<file path="config.mk">
export PLATFORM = sky130hd
export DESIGN_NAME = iec_bank
export DESIGN_NICKNAME = d
export VERILOG_FILES = /design/src/core/iec_pkg.sv /design/src/core/iec_enable_store.sv /design/src/core/iec_bank.sv
export SDC_FILE = /design/constraint.sdc
export NUM_CORES = 1
export LEC_CHECK = 0
export ABC_AREA = 1
export ABC_CLOCK_PERIOD_IN_PS = 3000
export BUFFER_PORTS_ARGS = -buffer_cell sky130_fd_sc_hd__buf_2
export CORE_AREA = 2 2 97 99
export CTS_CLUSTER_SIZE = 25
export DETAILED_ROUTE_END_ITERATION = 7
export DIE_AREA = 0 0 99 101
export MAX_ROUTING_LAYER = met4
export PLACE_DENSITY = 0.82
export SLEW_MARGIN = 10
export SYNTH_ARGS = -nofsm -noshare
export SYNTH_HDL_FRONTEND = slang
export SYNTH_SLANG_ARGS = --single-unit
</file>
<file path="constraint.sdc">
create_clock -name clk -period 3 [get_ports clk]
set_clock_uncertainty 0.1 [all_clocks]
set_input_delay 0.45 -clock clk [delete_from_list [all_inputs] [get_ports clk]]
set_output_delay 0.45 -clock clk [all_outputs]
set_load 0.02 [all_outputs]
</file>
<file path="src/core/iec_pkg.sv">
/*
 package of the interrupt enable clear bank: register offsets, widths and
 reset values. assumes nothing of its surroundings.
*/
package iec_pkg;
    localparam int unsigned DATA_W = 32;
    localparam int unsigned ADDR_W = 4;
    localparam int unsigned SRC_COUNT = 32;
    // register byte offsets inside the slave window
    localparam logic [3:0] OFF_SET = 4'h0;
    localparam logic [3:0] OFF_CLEAR = 4'h4;
    localparam logic [31:0] ENABLE_RESET = 32'h0000_0000;
    localparam logic [31:0] READ_ZERO = 32'h0000_0000;
    localparam logic [1:0] RESP_OKAY = 2'h0;
    localparam logic [1:0] RESP_SLVERR = 2'h2;
endpackage

</file>
<file path="src/core/iec_enable_store.sv">
/*
 per-source enable storage shared by the set and clear registers.
 assumes set and clear strobes are single-cycle pulses from the bus slave.
*/
`timescale 1ns/1ns
module iec_enable_store #(
    parameter int unsigned WIDTH = 32
) (
    input wire logic clk, // system clock
    input wire logic rst, // synchronous reset, active high
    input wire logic setStb, // write strobe to the set register
    input wire logic clrStb, // write strobe to the clear register
    input wire logic [WIDTH-1:0] wrBits, // written data
    output logic [WIDTH-1:0] enable // enable state per source
);
    // one flop per source; clear wins when both hit the same bit, which
    // cannot happen since one write is under way at a time
    genvar g;
    generate
        for (g = 0; g < WIDTH; g++) begin : gBit
            always_ff @(posedge clk) begin
                if (rst) begin
                    enable[g] <= iec_pkg::ENABLE_RESET[g];
                end else if (clrStb && wrBits[g]) begin
                    enable[g] <= 1'b0;
                end else if (setStb && wrBits[g]) begin
                    enable[g] <= 1'b1;
                end
                // a zero in wrBits leaves the bit alone
            end
        end
    endgenerate
endmodule // iec_enable_store

</file>
<file path="src/core/iec_bank.sv">
/*
 AXI4-Lite slave holding the interrupt enable bank of sources 0 to 31:
 a set register and the enable clear bits register over one storage.
 assumes a single clock and a synchronous active-high reset.
*/
// The placing of the registers and register access over AXI4-Lite are this design's own decisions.
// Notes on behaviour
// writing one to bit n of the clear register disables source n.
// writing zero to a bit leaves that source's enable as it was.
// reading returns each source's enable, one enabled, zero disabled.
// the register spans 32 bits and bit n maps to source n.
// after reset every enable reads zero.
// the clear register reads and clears the storage the set one sets.
`timescale 1ns/1ns
module iec_bank #(
    parameter int unsigned SRCS = iec_pkg::SRC_COUNT
) (
    input wire logic clk, // system clock, 20 MHz
    input wire logic rst, // synchronous reset, active high
    input wire logic [iec_pkg::ADDR_W-1:0] s_axi_awaddr, // write address
    input wire logic s_axi_awvalid, // write address valid
    output logic s_axi_awready, // write address ready
    input wire logic [31:0] s_axi_wdata, // write data
    input wire logic [3:0] s_axi_wstrb, // write byte enables
    input wire logic s_axi_wvalid, // write data valid
    output logic s_axi_wready, // write data ready
    output logic [1:0] s_axi_bresp, // write response
    output logic s_axi_bvalid, // write response valid
    input wire logic s_axi_bready, // write response ready
    input wire logic [iec_pkg::ADDR_W-1:0] s_axi_araddr, // read address
    input wire logic s_axi_arvalid, // read address valid
    output logic s_axi_arready, // read address ready
    output logic [31:0] s_axi_rdata, // read data
    output logic [1:0] s_axi_rresp, // read response
    output logic s_axi_rvalid, // read data valid
    input wire logic s_axi_rready, // read data ready
    output logic [SRCS-1:0] srcEnable // enable per source, to priority logic
);
    logic awHeld;
    logic wHeld;
    logic [iec_pkg::ADDR_W-1:0] awAddr;
    logic [31:0] wData;
    logic [3:0] wStrb;
    logic doWrite;
    logic setStb;
    logic clrStb;
    logic badWrite;
    logic [31:0] wrMask;
    logic [31:0] rdWord;

    // address and data are latched independently, in either order
    assign s_axi_awready = !awHeld && !s_axi_bvalid;
    assign s_axi_wready = !wHeld && !s_axi_bvalid;
    assign s_axi_arready = !s_axi_rvalid;

    always_ff @(posedge clk) begin
        if (rst) begin
            awHeld <= 1'b0;
            awAddr <= '0;
        end else if (s_axi_awvalid && s_axi_awready) begin
            awHeld <= 1'b1;
            awAddr <= s_axi_awaddr;
        end else if (doWrite) begin
            awHeld <= 1'b0;
        end
    end

    always_ff @(posedge clk) begin
        if (rst) begin
            wHeld <= 1'b0;
            wData <= '0;
            wStrb <= '0;
        end else if (s_axi_wvalid && s_axi_wready) begin
            wHeld <= 1'b1;
            wData <= s_axi_wdata;
            wStrb <= s_axi_wstrb;
        end else if (doWrite) begin
            wHeld <= 1'b0;
        end
    end

    // the write acts once both halves are held
    assign doWrite = awHeld && wHeld;

    // byte enables gate which lanes may clear or set
    always_comb begin
        wrMask = '0;
        for (int i = 0; i < 4; i++) begin
            wrMask[i*8 +: 8] = wStrb[i] ? wData[i*8 +: 8] : 8'h00;
        end
    end

    // address decode; unmapped offsets answer with an error
    always_comb begin
        setStb = 1'b0;
        clrStb = 1'b0;
        badWrite = 1'b0;
        if (!doWrite) begin
            badWrite = 1'b0;
        end else if (awAddr == iec_pkg::OFF_SET) begin
            setStb = 1'b1;
        end else if (awAddr == iec_pkg::OFF_CLEAR) begin
            clrStb = 1'b1;
        end else begin
            badWrite = 1'b1;
        end
    end

    iec_enable_store #(
        .WIDTH(SRCS)
    ) uStore (
        .clk(clk),
        .rst(rst),
        .setStb(setStb),
        .clrStb(clrStb),
        .wrBits(wrMask[SRCS-1:0]),
        .enable(srcEnable)
    );

    // write response, one cycle after both halves are in
    always_ff @(posedge clk) begin
        if (rst) begin
            s_axi_bvalid <= 1'b0;
            s_axi_bresp <= iec_pkg::RESP_OKAY;
        end else if (doWrite) begin
            s_axi_bvalid <= 1'b1;
            s_axi_bresp <= badWrite ? iec_pkg::RESP_SLVERR
                                    : iec_pkg::RESP_OKAY;
        end else if (s_axi_bready) begin
            s_axi_bvalid <= 1'b0;
        end
    end

    // both offsets read the same storage
    always_comb begin
        rdWord = iec_pkg::READ_ZERO;
        rdWord[SRCS-1:0] = srcEnable;
    end

    // read answer one cycle after the address is taken
    always_ff @(posedge clk) begin
        if (rst) begin
            s_axi_rvalid <= 1'b0;
            s_axi_rdata <= iec_pkg::READ_ZERO;
            s_axi_rresp <= iec_pkg::RESP_OKAY;
        end else if (s_axi_arvalid && s_axi_arready) begin
            s_axi_rvalid <= 1'b1;
            if (s_axi_araddr == iec_pkg::OFF_SET ||
                s_axi_araddr == iec_pkg::OFF_CLEAR) begin
                s_axi_rdata <= rdWord;
                s_axi_rresp <= iec_pkg::RESP_OKAY;
            end else begin
                s_axi_rdata <= iec_pkg::READ_ZERO;
                s_axi_rresp <= iec_pkg::RESP_SLVERR;
            end
        end else if (s_axi_rready) begin
            s_axi_rvalid <= 1'b0;
        end
    end
endmodule // iec_bank

</file>
==> results of run 1 <==
[logic make-up after synthesis]
logic type | count (synthesis) | synth area share (%)
simple gates | 377 | 34.1
buf+inv | 114 | 10.9
flops | 110 | 46.1
compound gates | 83 | 8.76
other cells | 1 | 0.0786
[sequential cells by signal, indices dropped and copies added (netlist names)]
| signal | count |
|---|---|
| s_axi_rdata | 32 |
| uStore.enable | 32 |
| wData | 32 |
| awAddr | 4 |
| wStrb | 4 |
| awHeld | 1 |
| s_axi_bresp | 1 |
| s_axi_bvalid | 1 |
| s_axi_rresp | 1 |
| s_axi_rvalid | 1 |
| wHeld | 1 |
[final timing paths]
kind | to | slack, ns | depth (start not counted)
setup / recovery | wData[11] | 1.28 | 5
hold / removal | s_axi_bvalid | 0.23 | 4
setup reg to reg | wData[11] | 1.28 | 5
hold reg to reg | s_axi_rdata[26] | 0.37 | 2
[through the flow]
| stage | total power (uW) | cells | util, % | worst slack [ns] |
|---|---|---|---|---|
| floorplan | 1820 | 686 | - | 1.59 |
| global placement | 1880 | 879 | 59.0 | 1.13 |
| detailed placement | 1890 | 879 | 59.0 | 1.04 |
| CTS | 2740 | 895 | 61.2 | 1.26 |
| global route | 2840 | 895 | 61.2 | 1.13 |
| finish | 2720 | 895 | 61.2 | 1.28 |
[synth_stat cells]
master                     number
sky130_fd_sc_hd__buf_6          6
sky130_fd_sc_hd__nor2_1       156
sky130_fd_sc_hd__buf_4          5
sky130_fd_sc_hd__nand2_1      130
sky130_fd_sc_hd__dfxtp_1      110
sky130_fd_sc_hd__nand3_4        1
sky130_fd_sc_hd__clkbuf_1       8
sky130_fd_sc_hd__nor3_4         1
sky130_fd_sc_hd__o21ai_0       42
sky130_fd_sc_hd__inv_1         68
sky130_fd_sc_hd__nand3_1       34
sky130_fd_sc_hd__nor2_2        52
sky130_fd_sc_hd__inv_4          1
sky130_fd_sc_hd__o21a_1         1
sky130_fd_sc_hd__nand2_2        2
sky130_fd_sc_hd__buf_1          1
sky130_fd_sc_hd__buf_2         19
sky130_fd_sc_hd__inv_2          3
sky130_fd_sc_hd__clkbuf_2       3
sky130_fd_sc_hd__conb_1         1
sky130_fd_sc_hd__a21oi_1       40
sky130_fd_sc_hd__nor2_4         1
[worst max-delay path: cells and delay by family (launching register included)]
kind                   cells  cell delay, ns
flip-flops                 1            0.35
buffers and inverters      1            0.44
AND/OR/NAND/NOR            4            0.72
[power by group]
group / total [uW] / switching, uW / internal [uW]
Sequential: 1560 / 42.0 / 1520
Combinational: 299 / 206 / 93.6
Clock: 861 / 483 / 378
[layout make-up]
class	instances	area (sq um)	share of cell area, %
Clock inverter	3	26.3	0.478
Inverter	72	273	4.96
Clock buffer	13	169	3.07
Timing Repair Buffer	124	631	11.5
Sequential cell	110	2200	40.1
Multi-Input combinational cell	462	2050	37.4
Tap cell	111	139	2.53
[metal layers]
layer | vias to the layer above | GRT usage (%) | share of wire, %
met5 | - | - | 0
met4 | 0 | 9.17 | 2.5
met3 | 26 | 2.98 | 5.1
met2 | 128 | 31.9 | 44
met1 | 1934 | 29.1 | 49
li1 | 2262 | - | -
==> metrics list, run 1 <==
* Overall Global Routing Usage: 21.3%
- Synth Cell Area: 0.00477 sq mm
- Cells taking the most area after synthesis: sky130_fd_sc_hd__dfxtp_1 (46%), sky130_fd_sc_hd__nor2_1 (12%), sky130_fd_sc_hd__nand2_1 (10%)
- Most frequent standard cell in the layout excluding fill and tap cells: sky130_fd_sc_hd__nor2_1
- Clock latency of the later-clocked register in the worst-skew pair: 0.36 ns
- Dividing the detail-routed via count by the number of cells gives 4.86.
* Worst Hold Margin: 0.228 ns
* Layout filler cell count: 820
- For this design the static power due to leakage is 0.00255 uW.
- In the routed design, unresolved DRC markers number 0.
- In the layout the commonest cells are sky130_fd_sc_hd__nor2_1 (156), sky130_fd_sc_hd__nand2_1 (129), sky130_fd_sc_hd__buf_2 (120).
- Setup Buffers After CTS: 0
- Hpwl dp: 7.45 mm
* Antenna cell count: 0
* Vias in the first global route: 3751
- Routed Antenna Nets: 0
- Each instance of the synthesized netlist takes up on average 6.97 sq um.
- Avg WL per Cell: 11.8 microns
- Drt first pass iters: 4
- Pwr per Cell Area: 495 mW/mm^2
* Worst path most repeated cell: sky130_fd_sc_hd__nor2_1
* Critical path start-end classification: reg2reg
- Routability-driven placement finished with a final weighted congestion of 0.788.
* RSZ-0062 raised after global routing: false
- Setup crit start kind: register
- Element type at the critical path end: register
- In this run the tool buffered the top-level ports with 120 buffer cells.
- Synthesis inferred 110 register bits.
* Total of warnings raised by yosys: 0
- The floorplan step set the die width to 99 microns.
- First-pass GRT wire length: 17.0 mm
* Kind of path behind the tightest hold check: in2reg
- In this run the clock root is driven by a sky130_fd_sc_hd__clkbuf_8.
- Sequential cells were found to cover 46.1% of the synthesized design area.
* Max Buffers Root-to-Sink: 2
* Maximum operating frequency: 583 MHz
* Number of library cell types mapped by synthesis: 22
* Largest driver fanout on the critical path: 37
* Critical-path cell list: nor2_2 -> nand2_2 -> inv_4 -> nor2_1 -> nor2_1
- Result of the run: finished, final reports clean
- Net count of the finished layout: 830
* Maximum number of pins on one net before global-route repair: 76
- Core outline area: 0.00898 sq mm
- The first routing iteration left 296 violations.
- Hold Vio Cnt, Final: 0
* Origin of the critical flop-to-flop path: s_axi_bvalid
- Post-route standard cell area excluding fillers: 0.00549 sq mm
* Tcrit/Tclk final: 57.2%
- Clk pin slew, worst setup/hold paths: 0.10 ns
* CP required: 3.19 ns
* Number of slew-limit violations in the final report: 0
- Inserted Clock Buffers: 9
- Startpoint of the most critical setup path: s_axi_bvalid
- Transition at the pin with the smallest max-transition slack: 1.04 ns
- Setup total negative slack: 0 ns
- After global routing the overflow that remains totals 0.
- Across the run, the number of max-cap violations was 0.
* Sink count of the clock tree: 110
* Via count: 4350
- Max stage delay cell, worst path: sky130_fd_sc_hd__inv_4
- VDD sags by at most 0.311 mV.
- Post-synthesis cell count: 685
* Biggest area consumer among synthesized cells: sky130_fd_sc_hd__dfxtp_1
* Resized Gates After CTS: 0
- Summed over all layers, the routed wires come to 10.6 mm.
* Area share of the largest cell type after synthesis: 46.1%
* Total cell area at the placement stage: 0.00530 sq mm
- The largest single stage delay on the critical path is 0.44 ns.
* HP Start: s_axi_bready
- Data arrives at the worst endpoint at 1.91 ns.
- Cells with a size suffix above 1 make up 25.6% of the layout.
- From synthesis to final layout, the design area changed by 15.1%.
- The die is 101 microns tall.
- Floorplan die area: 0.0100 sq mm
- Headroom to the max-slew limit came out at 30.2%.
- TritonCTS built the clock tree.
- Setup violations remaining at the end of the flow were counted as 0.
- CTS H-Tree Depth: 3
* Effective utilization at floorplan: 53.2%
- The initialized floorplan defines 35 standard-cell rows.
* Min Clock Period, post-route: 1.72 ns
- Hold repair after CTS inserted 0 buffers.
- 124 I/O pins were placed.
* Antenna violations before repair: 0
(Power assumes the default switching activity.)
==> run 2, diff against run 1 <==
Settings changed: ABC_CLOCK_PERIOD_IN_PS 3000 to 1670, CORE_AREA 2 2 97 99 to 2 2 98 100, DIE_AREA 0 0 99 101 to 0 0 100 102, PLACE_DENSITY 0.82 to 0.8.
Clock period 3 ns to 1.67 ns, I/O delays scaled along.
==> metrics list, run 2 (same netlist as run 1, synthesis figures left out) <==
- The total DRC errors in the routed layout was 0 (unchanged).
- The largest registers in the layout are s_axi_rdata (32), uStore.enable (32), wData (32).
- First-pass GRT wire length: 17.4 mm (+2.2%)
* Setup Buffers After CTS: 0 (unchanged)
- Most frequent cells in the layout: sky130_fd_sc_hd__nor2_1 (156), sky130_fd_sc_hd__nand2_1 (129), sky130_fd_sc_hd__buf_2 (120)
* Core outline area: 0.00911 sq mm (+1.5%)
- The arrival time of data at the critical path endpoint was 1.60 ns (-0.31 ns).
* Kind of path behind the tightest hold check: in2reg
- Placement row count: 35 (unchanged)
- The run finished with clean final reports.
* Most frequent standard cell in the layout excluding fill and tap cells: sky130_fd_sc_hd__nor2_1
- The final worst-path setup slack was 0.213 ns (-1.07 ns).
* Setup crit start kind: register
- Avg WL per Cell: 11.8 microns (-0.55%)
* Largest driver fanout on the critical path: 24 (-35%)
* Hpwl dp: 7.75 mm (+4.1%)
- The final period demand of the worst path came to 1.46 ns (-0.258 ns).
- The mean number of vias per cell is 4.80 (-1.3%).
- Hold Vio Cnt, Final: 0 (unchanged)
- The number of buffers inserted by port buffering came to 120 (unchanged).
- Clk root buf: sky130_fd_sc_hd__clkbuf_8
- The residual antenna-violating net count after detailed routing is 0 (unchanged).
* Element type at the critical path end: register
- Max Buffers Root-to-Sink: 2 (unchanged)
- The via count of the routed design came to 4322 (-0.64%).
- The floorplan die height came to 102 microns (+0.99%).
* Overall Global Routing Usage: 21.6% (+0.27 points)
- Inserted Clock Buffers: 9 (unchanged)
- Setup slack after placement: 0.233 ns (-0.806 ns)
* Vias in the first global route: 3875 (+3.3%)
- Max-capacitance violation count: 0 (unchanged)
* Largest stage delay, worst path: 0.36 ns (-0.08 ns)
* Placed cell count: 885 (+0.68%)
- Antenna violations before repair: 0 (unchanged)
- The layout net count was 836 (+0.72%).
- The hold buffer count at cts was 0 (unchanged).
- Largest delay contributor family on the critical path: simple AND/OR/NAND/NOR gates
- Critical path buffer and inverter count: 1 (unchanged)
* Clk pin slew, worst setup/hold paths: 0.11 ns (about the same)
- Final setup vio count: 0 (unchanged)
- The initial DRC count was 218 (-26%).
- The cell leakage power is 0.00261 uW (+2.3%).
- The number of gates resized after CTS was 0 (unchanged).
* Critical path start-end classification: reg2reg
* GR Overflow Total: 0 (unchanged)
- The final standard cell count with taps included and fillers excluded was 901 (+0.67%).
- Gpl congestion: 0.787 (-0.14%)
- The final number of max-transition violations is 0 (unchanged).
- The power density over cell area came to 893 mW/mm^2 (+80%).
- The final antenna diode count is 0 (unchanged).
- The final cycle utilization of the critical path was 87.3% (+30 points).
- Maximum number of pins on one net before global-route repair: 64 (-16%)
- RSZ-0062 raised after global routing: false
- The layout cell share with drive strength beyond 1 is 26.2% (+0.56 points).
- The count of fill cells added during filler insertion is 870 (+6.1%).
- Number of top-level pins: 124 (unchanged)
- DRT Wirelength: 10.6 mm (+0.11%)
* Setup total negative slack: 0 ns (unchanged)
- The die outline area is 0.0102 sq mm (+2.0%).
- Clock latency of the later-clocked register in the worst-skew pair: 0.36 ns (about the same)
- Area added between synthesis and finish: 18.0%
* CTS tree: built
- The number of detailed-routing iterations run before antenna repair was 4 (unchanged).
* Maximum resistive drop on vdd: 0.449 mV (+44%)
- The count of clock tree sinks is 110 (unchanged).
* Max stage delay cell, worst path: sky130_fd_sc_hd__dfxtp_1
- Overall die width: 100 microns (+1.0%)
- The upper clock frequency limit is 686 MHz (+18%).
- CP required: 1.82 ns (-1.37 ns)
- Critical-path cell list: nor2_2 -> nand2_2 -> buf_4 -> o21ai_0 -> nor2_1
* Effective utilization at floorplan: 52.4% (-0.77 points)
* CTS H-Tree Depth: 3 (unchanged)
-- run 2: cell types whose count changed in the layout (fill, tap and decap cells not counted) --
cell	change
sky130_fd_sc_hd__buf_12	+6
sky130_fd_sc_hd__bufinv_16	+1
sky130_fd_sc_hd__clkbuf_8	-1
sky130_fd_sc_hd__clkinvlp_4	+1
sky130_fd_sc_hd__inv_6	-1
-- run 2: power by group --
part	switching, uW	leakage [uW]	internal (uW)
clock network	870	0.000103	783
registers	73.9	0.000896	2730
logic	375	0.00161	200
total	1320	0.00261	3710
-- run 2: per-stage QoR --
step                utilization, %  power (uW)  instance area (sq um)  hold WS (ns)
global placement              59.5        3410                   5420         0.349
finish                        61.8        5030                   5630        0.0275
detailed placement            59.5        3440                   5420         0.355
global route                  61.8        5250                   5630        0.0208
CTS                           61.8        5060                   5630        0.0161
floorplan                        -        3270                   4780         0.309
-- run 2: area by class of cell --
cell class / count / area (sq um) / area share, %
clock buffers: 12 / 155 / 2.76
clock inverters: 4 / 55.1 / 0.978
inverters: 72 / 273 / 4.85
multi-input cells: 462 / 2050 / 36.5
flip-flops and latches: 110 / 2200 / 39.1
well taps: 111 / 139 / 2.47
repair buffers: 130 / 751 / 13.3
-- run 2: path summary, 6_finish.rpt --
kind | slack (ns) | start | end | cells past startpoint
setup / recovery | 0.21 | s_axi_bvalid | wStrb[2] | 5
hold / removal | 0.03 | s_axi_bready | s_axi_bvalid | 4
setup reg to reg | 0.21 | s_axi_bvalid | wStrb[2] | 5
hold reg to reg | 0.37 | s_axi_rdata[2] | s_axi_rdata[2] | 2
-- run 2: routing by layer --
layer	vias up	wire length, microns	GRT usage, %
met3	21	618	4.17
li1	2279	-	-
met5	-	0	-
met4	0	211	8.64
met2	126	4650	33.4
met1	1896	5130	28.1
-- run 2: worst reg2reg max path: stages (launching register included) --
cell and delay (ns):
sky130_fd_sc_hd__dfxtp_1 0.36, sky130_fd_sc_hd__nor2_2 0.14, sky130_fd_sc_hd__nand2_2 0.18, sky130_fd_sc_hd__buf_4 0.26
sky130_fd_sc_hd__o21ai_0 0.24, sky130_fd_sc_hd__nor2_1 0.06
==> run 3, diff against run 2 <==
Settings changed: ABC_CLOCK_PERIOD_IN_PS 1670 to 1300, CORE_AREA 2 2 98 100 to 2 2 103 105, DIE_AREA 0 0 100 102 to 0 0 105 107, PLACE_DENSITY 0.8 to 0.76.
Clock period 1.67 ns to 1.3 ns, I/O delays scaled along.
==> metrics list, run 3 (same netlist as run 1, synthesis figures left out) <==
* Net count of the finished layout: 871 (+4.2%)
- Static timing analysis puts the maximum clock frequency at 765 MHz.
- Effective utilization at floorplan: 47.3% (-5.1 points)
- The global-route congestion overflow total is 0 (unchanged).
- CTS H-Tree Depth: 3 (unchanged)
- Result of the run: finished with violations
* Sequential fraction of design power: 52.5% (-3.2 points)
- Largest stage delay, worst path: 0.37 ns (about the same)
* Via count: 4388 (+1.5%)
- The clock-pin slew on the worst setup and hold paths is 0.10 ns (about the same).
- Min Clock Period, post-route: 1.31 ns
- Critical-path cell list: nor2_4 -> buf_6
- Net switching power of the design: 1720 uW (+31%)
- Hpwl dp: 7.46 mm (-3.7%)
- The max capacitance violation total came to 0 (unchanged).
- CTS tree: built
- The number of buffers inserted by port buffering is 120 (unchanged).
* Kind of path behind the tightest hold check: in2reg
- Most frequent cells in the layout: sky130_fd_sc_hd__nor2_1 (154), sky130_fd_sc_hd__nand2_1 (129), sky130_fd_sc_hd__buf_2 (118)
* Vias in the first global route: 3765 (-2.8%)
- The power density over cell area was 1120 mW/mm^2 (+25%).
- The die outline area was 0.0112 sq mm (+10%).
- The final wirelength is 11.2 mm (+5.9%).
- The hold violation count in the final report came to 0 (unchanged).
- The area of the core was 0.0101 sq mm (+11%).
- The layout cell share with drive strength beyond 1 came to 27.0% (+0.77 points).
* Maximum resistive drop on vdd: 0.607 mV (+35%)
- Leaving out fill and tap cells, the most frequent cell in the layout is sky130_fd_sc_hd__nor2_1.
* Routed Antenna Nets: 0 (unchanged)
- The total DRC errors in the routed layout was 0 (unchanged).
* Number of slew-limit violations in the final report: 0 (unchanged)
- Drt first-iter violations: 185 (-15%)
- Overall Global Routing Usage: 20.1% (-1.5 points)
- From synthesis to final layout, the design area changed by 28.5%.
- The count of fill cells added during filler insertion was 992 (+14%).
- The arrival time of data at the critical path endpoint came to 1.01 ns (-0.59 ns).
* Worst Hold Margin: 0.000570 ns (-0.0270 ns)
- Setup total negative slack: -0.00676 ns (-0.00676 ns)
- The switching power as a share of total power was 25.1% (-1.1 points).
* Element type at the critical path end: primary output
- The buffer count from post-CTS setup fixing is 0 (unchanged).
- The checks that failed: negative setup slack.
- Critical path start-end classification: reg2out
* Avg WL per Cell: 11.7 microns (-0.46%)
- Drt first pass iters: 4 (unchanged)
* Number of vias per cell after detailed routing: 4.58 (-4.6%)
* Part of the power in combinational logic: 13.0% (+1.6 points)
- The cell-internal power is 5140 uW (+38%).
- Placement row count: 37 (+5.7%)
- Antenna cell count: 0 (unchanged)
- Among all stages on the critical path, the largest delay is contributed by sky130_fd_sc_hd__dfxtp_4.
- The count of clock tree sinks was 110 (unchanged).
- The core utilization of the finished layout is 60.7% (-1.1 points).
- Clock latency of the later-clocked register in the worst-skew pair: 0.36 ns (about the same)
- The final critical path takes up 101% of the cycle.
- The number of buffers created by CTS came to 9 (unchanged).
* Number of top-level pins: 124 (unchanged)
* Top flop regs: s_axi_rdata (32), uStore.enable (32), wData (32)
* Gpl congestion: 0.808 (+2.6%)
- The root buffer cell chosen for the clock tree is sky130_fd_sc_hd__clkbuf_8.
* Overall die width: 105 microns (+5.0%)
- Antenna violations before repair: 0 (unchanged)
* Setup slack after layout: -0.00676 ns (-0.220 ns)
- The maximum root-to-sink buffer count is 2 (unchanged).
* CP required: 1.00 ns (-0.82 ns)
- Die height: 107 microns (+4.9%)
- The pin count of the biggest net entering global routing came to 49 (-23%).
- Largest driver fanout on the critical path: 3 (-88%)
* First-pass GRT wire length: 18.0 mm (+3.9%)
* Final setup vio count: 1 (+1)
- Part of the power in the clock network: 34.5% (+1.6 points)
* Reported leakage power: 0.00281 uW (+7.5%)
- STA classifies the critical path startpoint as a register.
* RSZ-0062 raised after global routing: true
-- run 3: power groups by stage --
| stage | combinational, uW | sequential, uW | clock (uW) |
|---|---|---|---|
| global route | 988 | 3620 | 2550 |
| detailed placement | 785 | 3680 | 0 |
| floorplan | 555 | 3650 | 0 |
| finish | 892 | 3600 | 2370 |
| CTS | 857 | 3600 | 2430 |
| global placement | 778 | 3670 | 0 |
-- run 3: area by class of cell --
class / count / area, sq um / share of cell area [%]
Timing Repair Buffer: 165 / 1160 / 18.9
Inverter: 72 / 278 / 4.53
Sequential cell: 110 / 2220 / 36.2
Tap cell: 136 / 170 / 2.78
Clock buffer: 10 / 128 / 2.08
Multi-Input combinational cell: 462 / 2080 / 33.9
Clock inverter: 4 / 97.6 / 1.59
-- run 3: critical path: cells and delay by family (launching register included) --
family | cells | cell delay (ns)
flip-flops | 1 | 0.37
buffers and inverters | 1 | 0.13
AND/OR/NAND/NOR | 1 | 0.14
-- run 3: worst paths after layout --
check	from	end	slack, ns	depth (start not counted)
worst min register to register	s_axi_rdata[23]	s_axi_rdata[23]	0.37	2
worst max register to register	wHeld	wData[18]	0.04	5
worst max-delay path	wHeld	s_axi_wready	-0.007	2
worst min-delay path	s_axi_wdata[19]	wData[19]	0.0006	3
-- run 3: routing by layer --
metal  track usage (%)  vias to the layer above  wire [microns]  share of wire, %
met5                 -                        -               0                 0
met4              7.05                        0             162               1.4
met3              2.55                       12             450               4.0
met2              29.7                      111            5090                45
met1              28.4                     1919            5540                49
li1                  -                     2346               -                 -
-- run 3: stage by stage --
step | std cells | total power, uW | instance area [sq um] | worst slack (ns)
2_1_floorplan | 686 | 4200 | 4790 | 0.0512
3_3_place_gp | 915 | 4450 | 5530 | 0.0360
3_5_place_dp | 915 | 4460 | 5530 | 0.0172
4_1_cts | 958 | 6880 | 6060 | -0.00289
5_1_grt | 959 | 7160 | 6130 | -0.0511
6_report | 959 | 6860 | 6130 | -0.00676
-- run 3: timing repair --
action / in CTS / in global routing
pin swaps: 0 / 1
gates cloned: 0 / 1
resized for setup: 3 / 27
endpoints found under the hold margin: 29 / 0
endpoints found under the setup margin: 6 / 72
hold buffers: 29 / 0
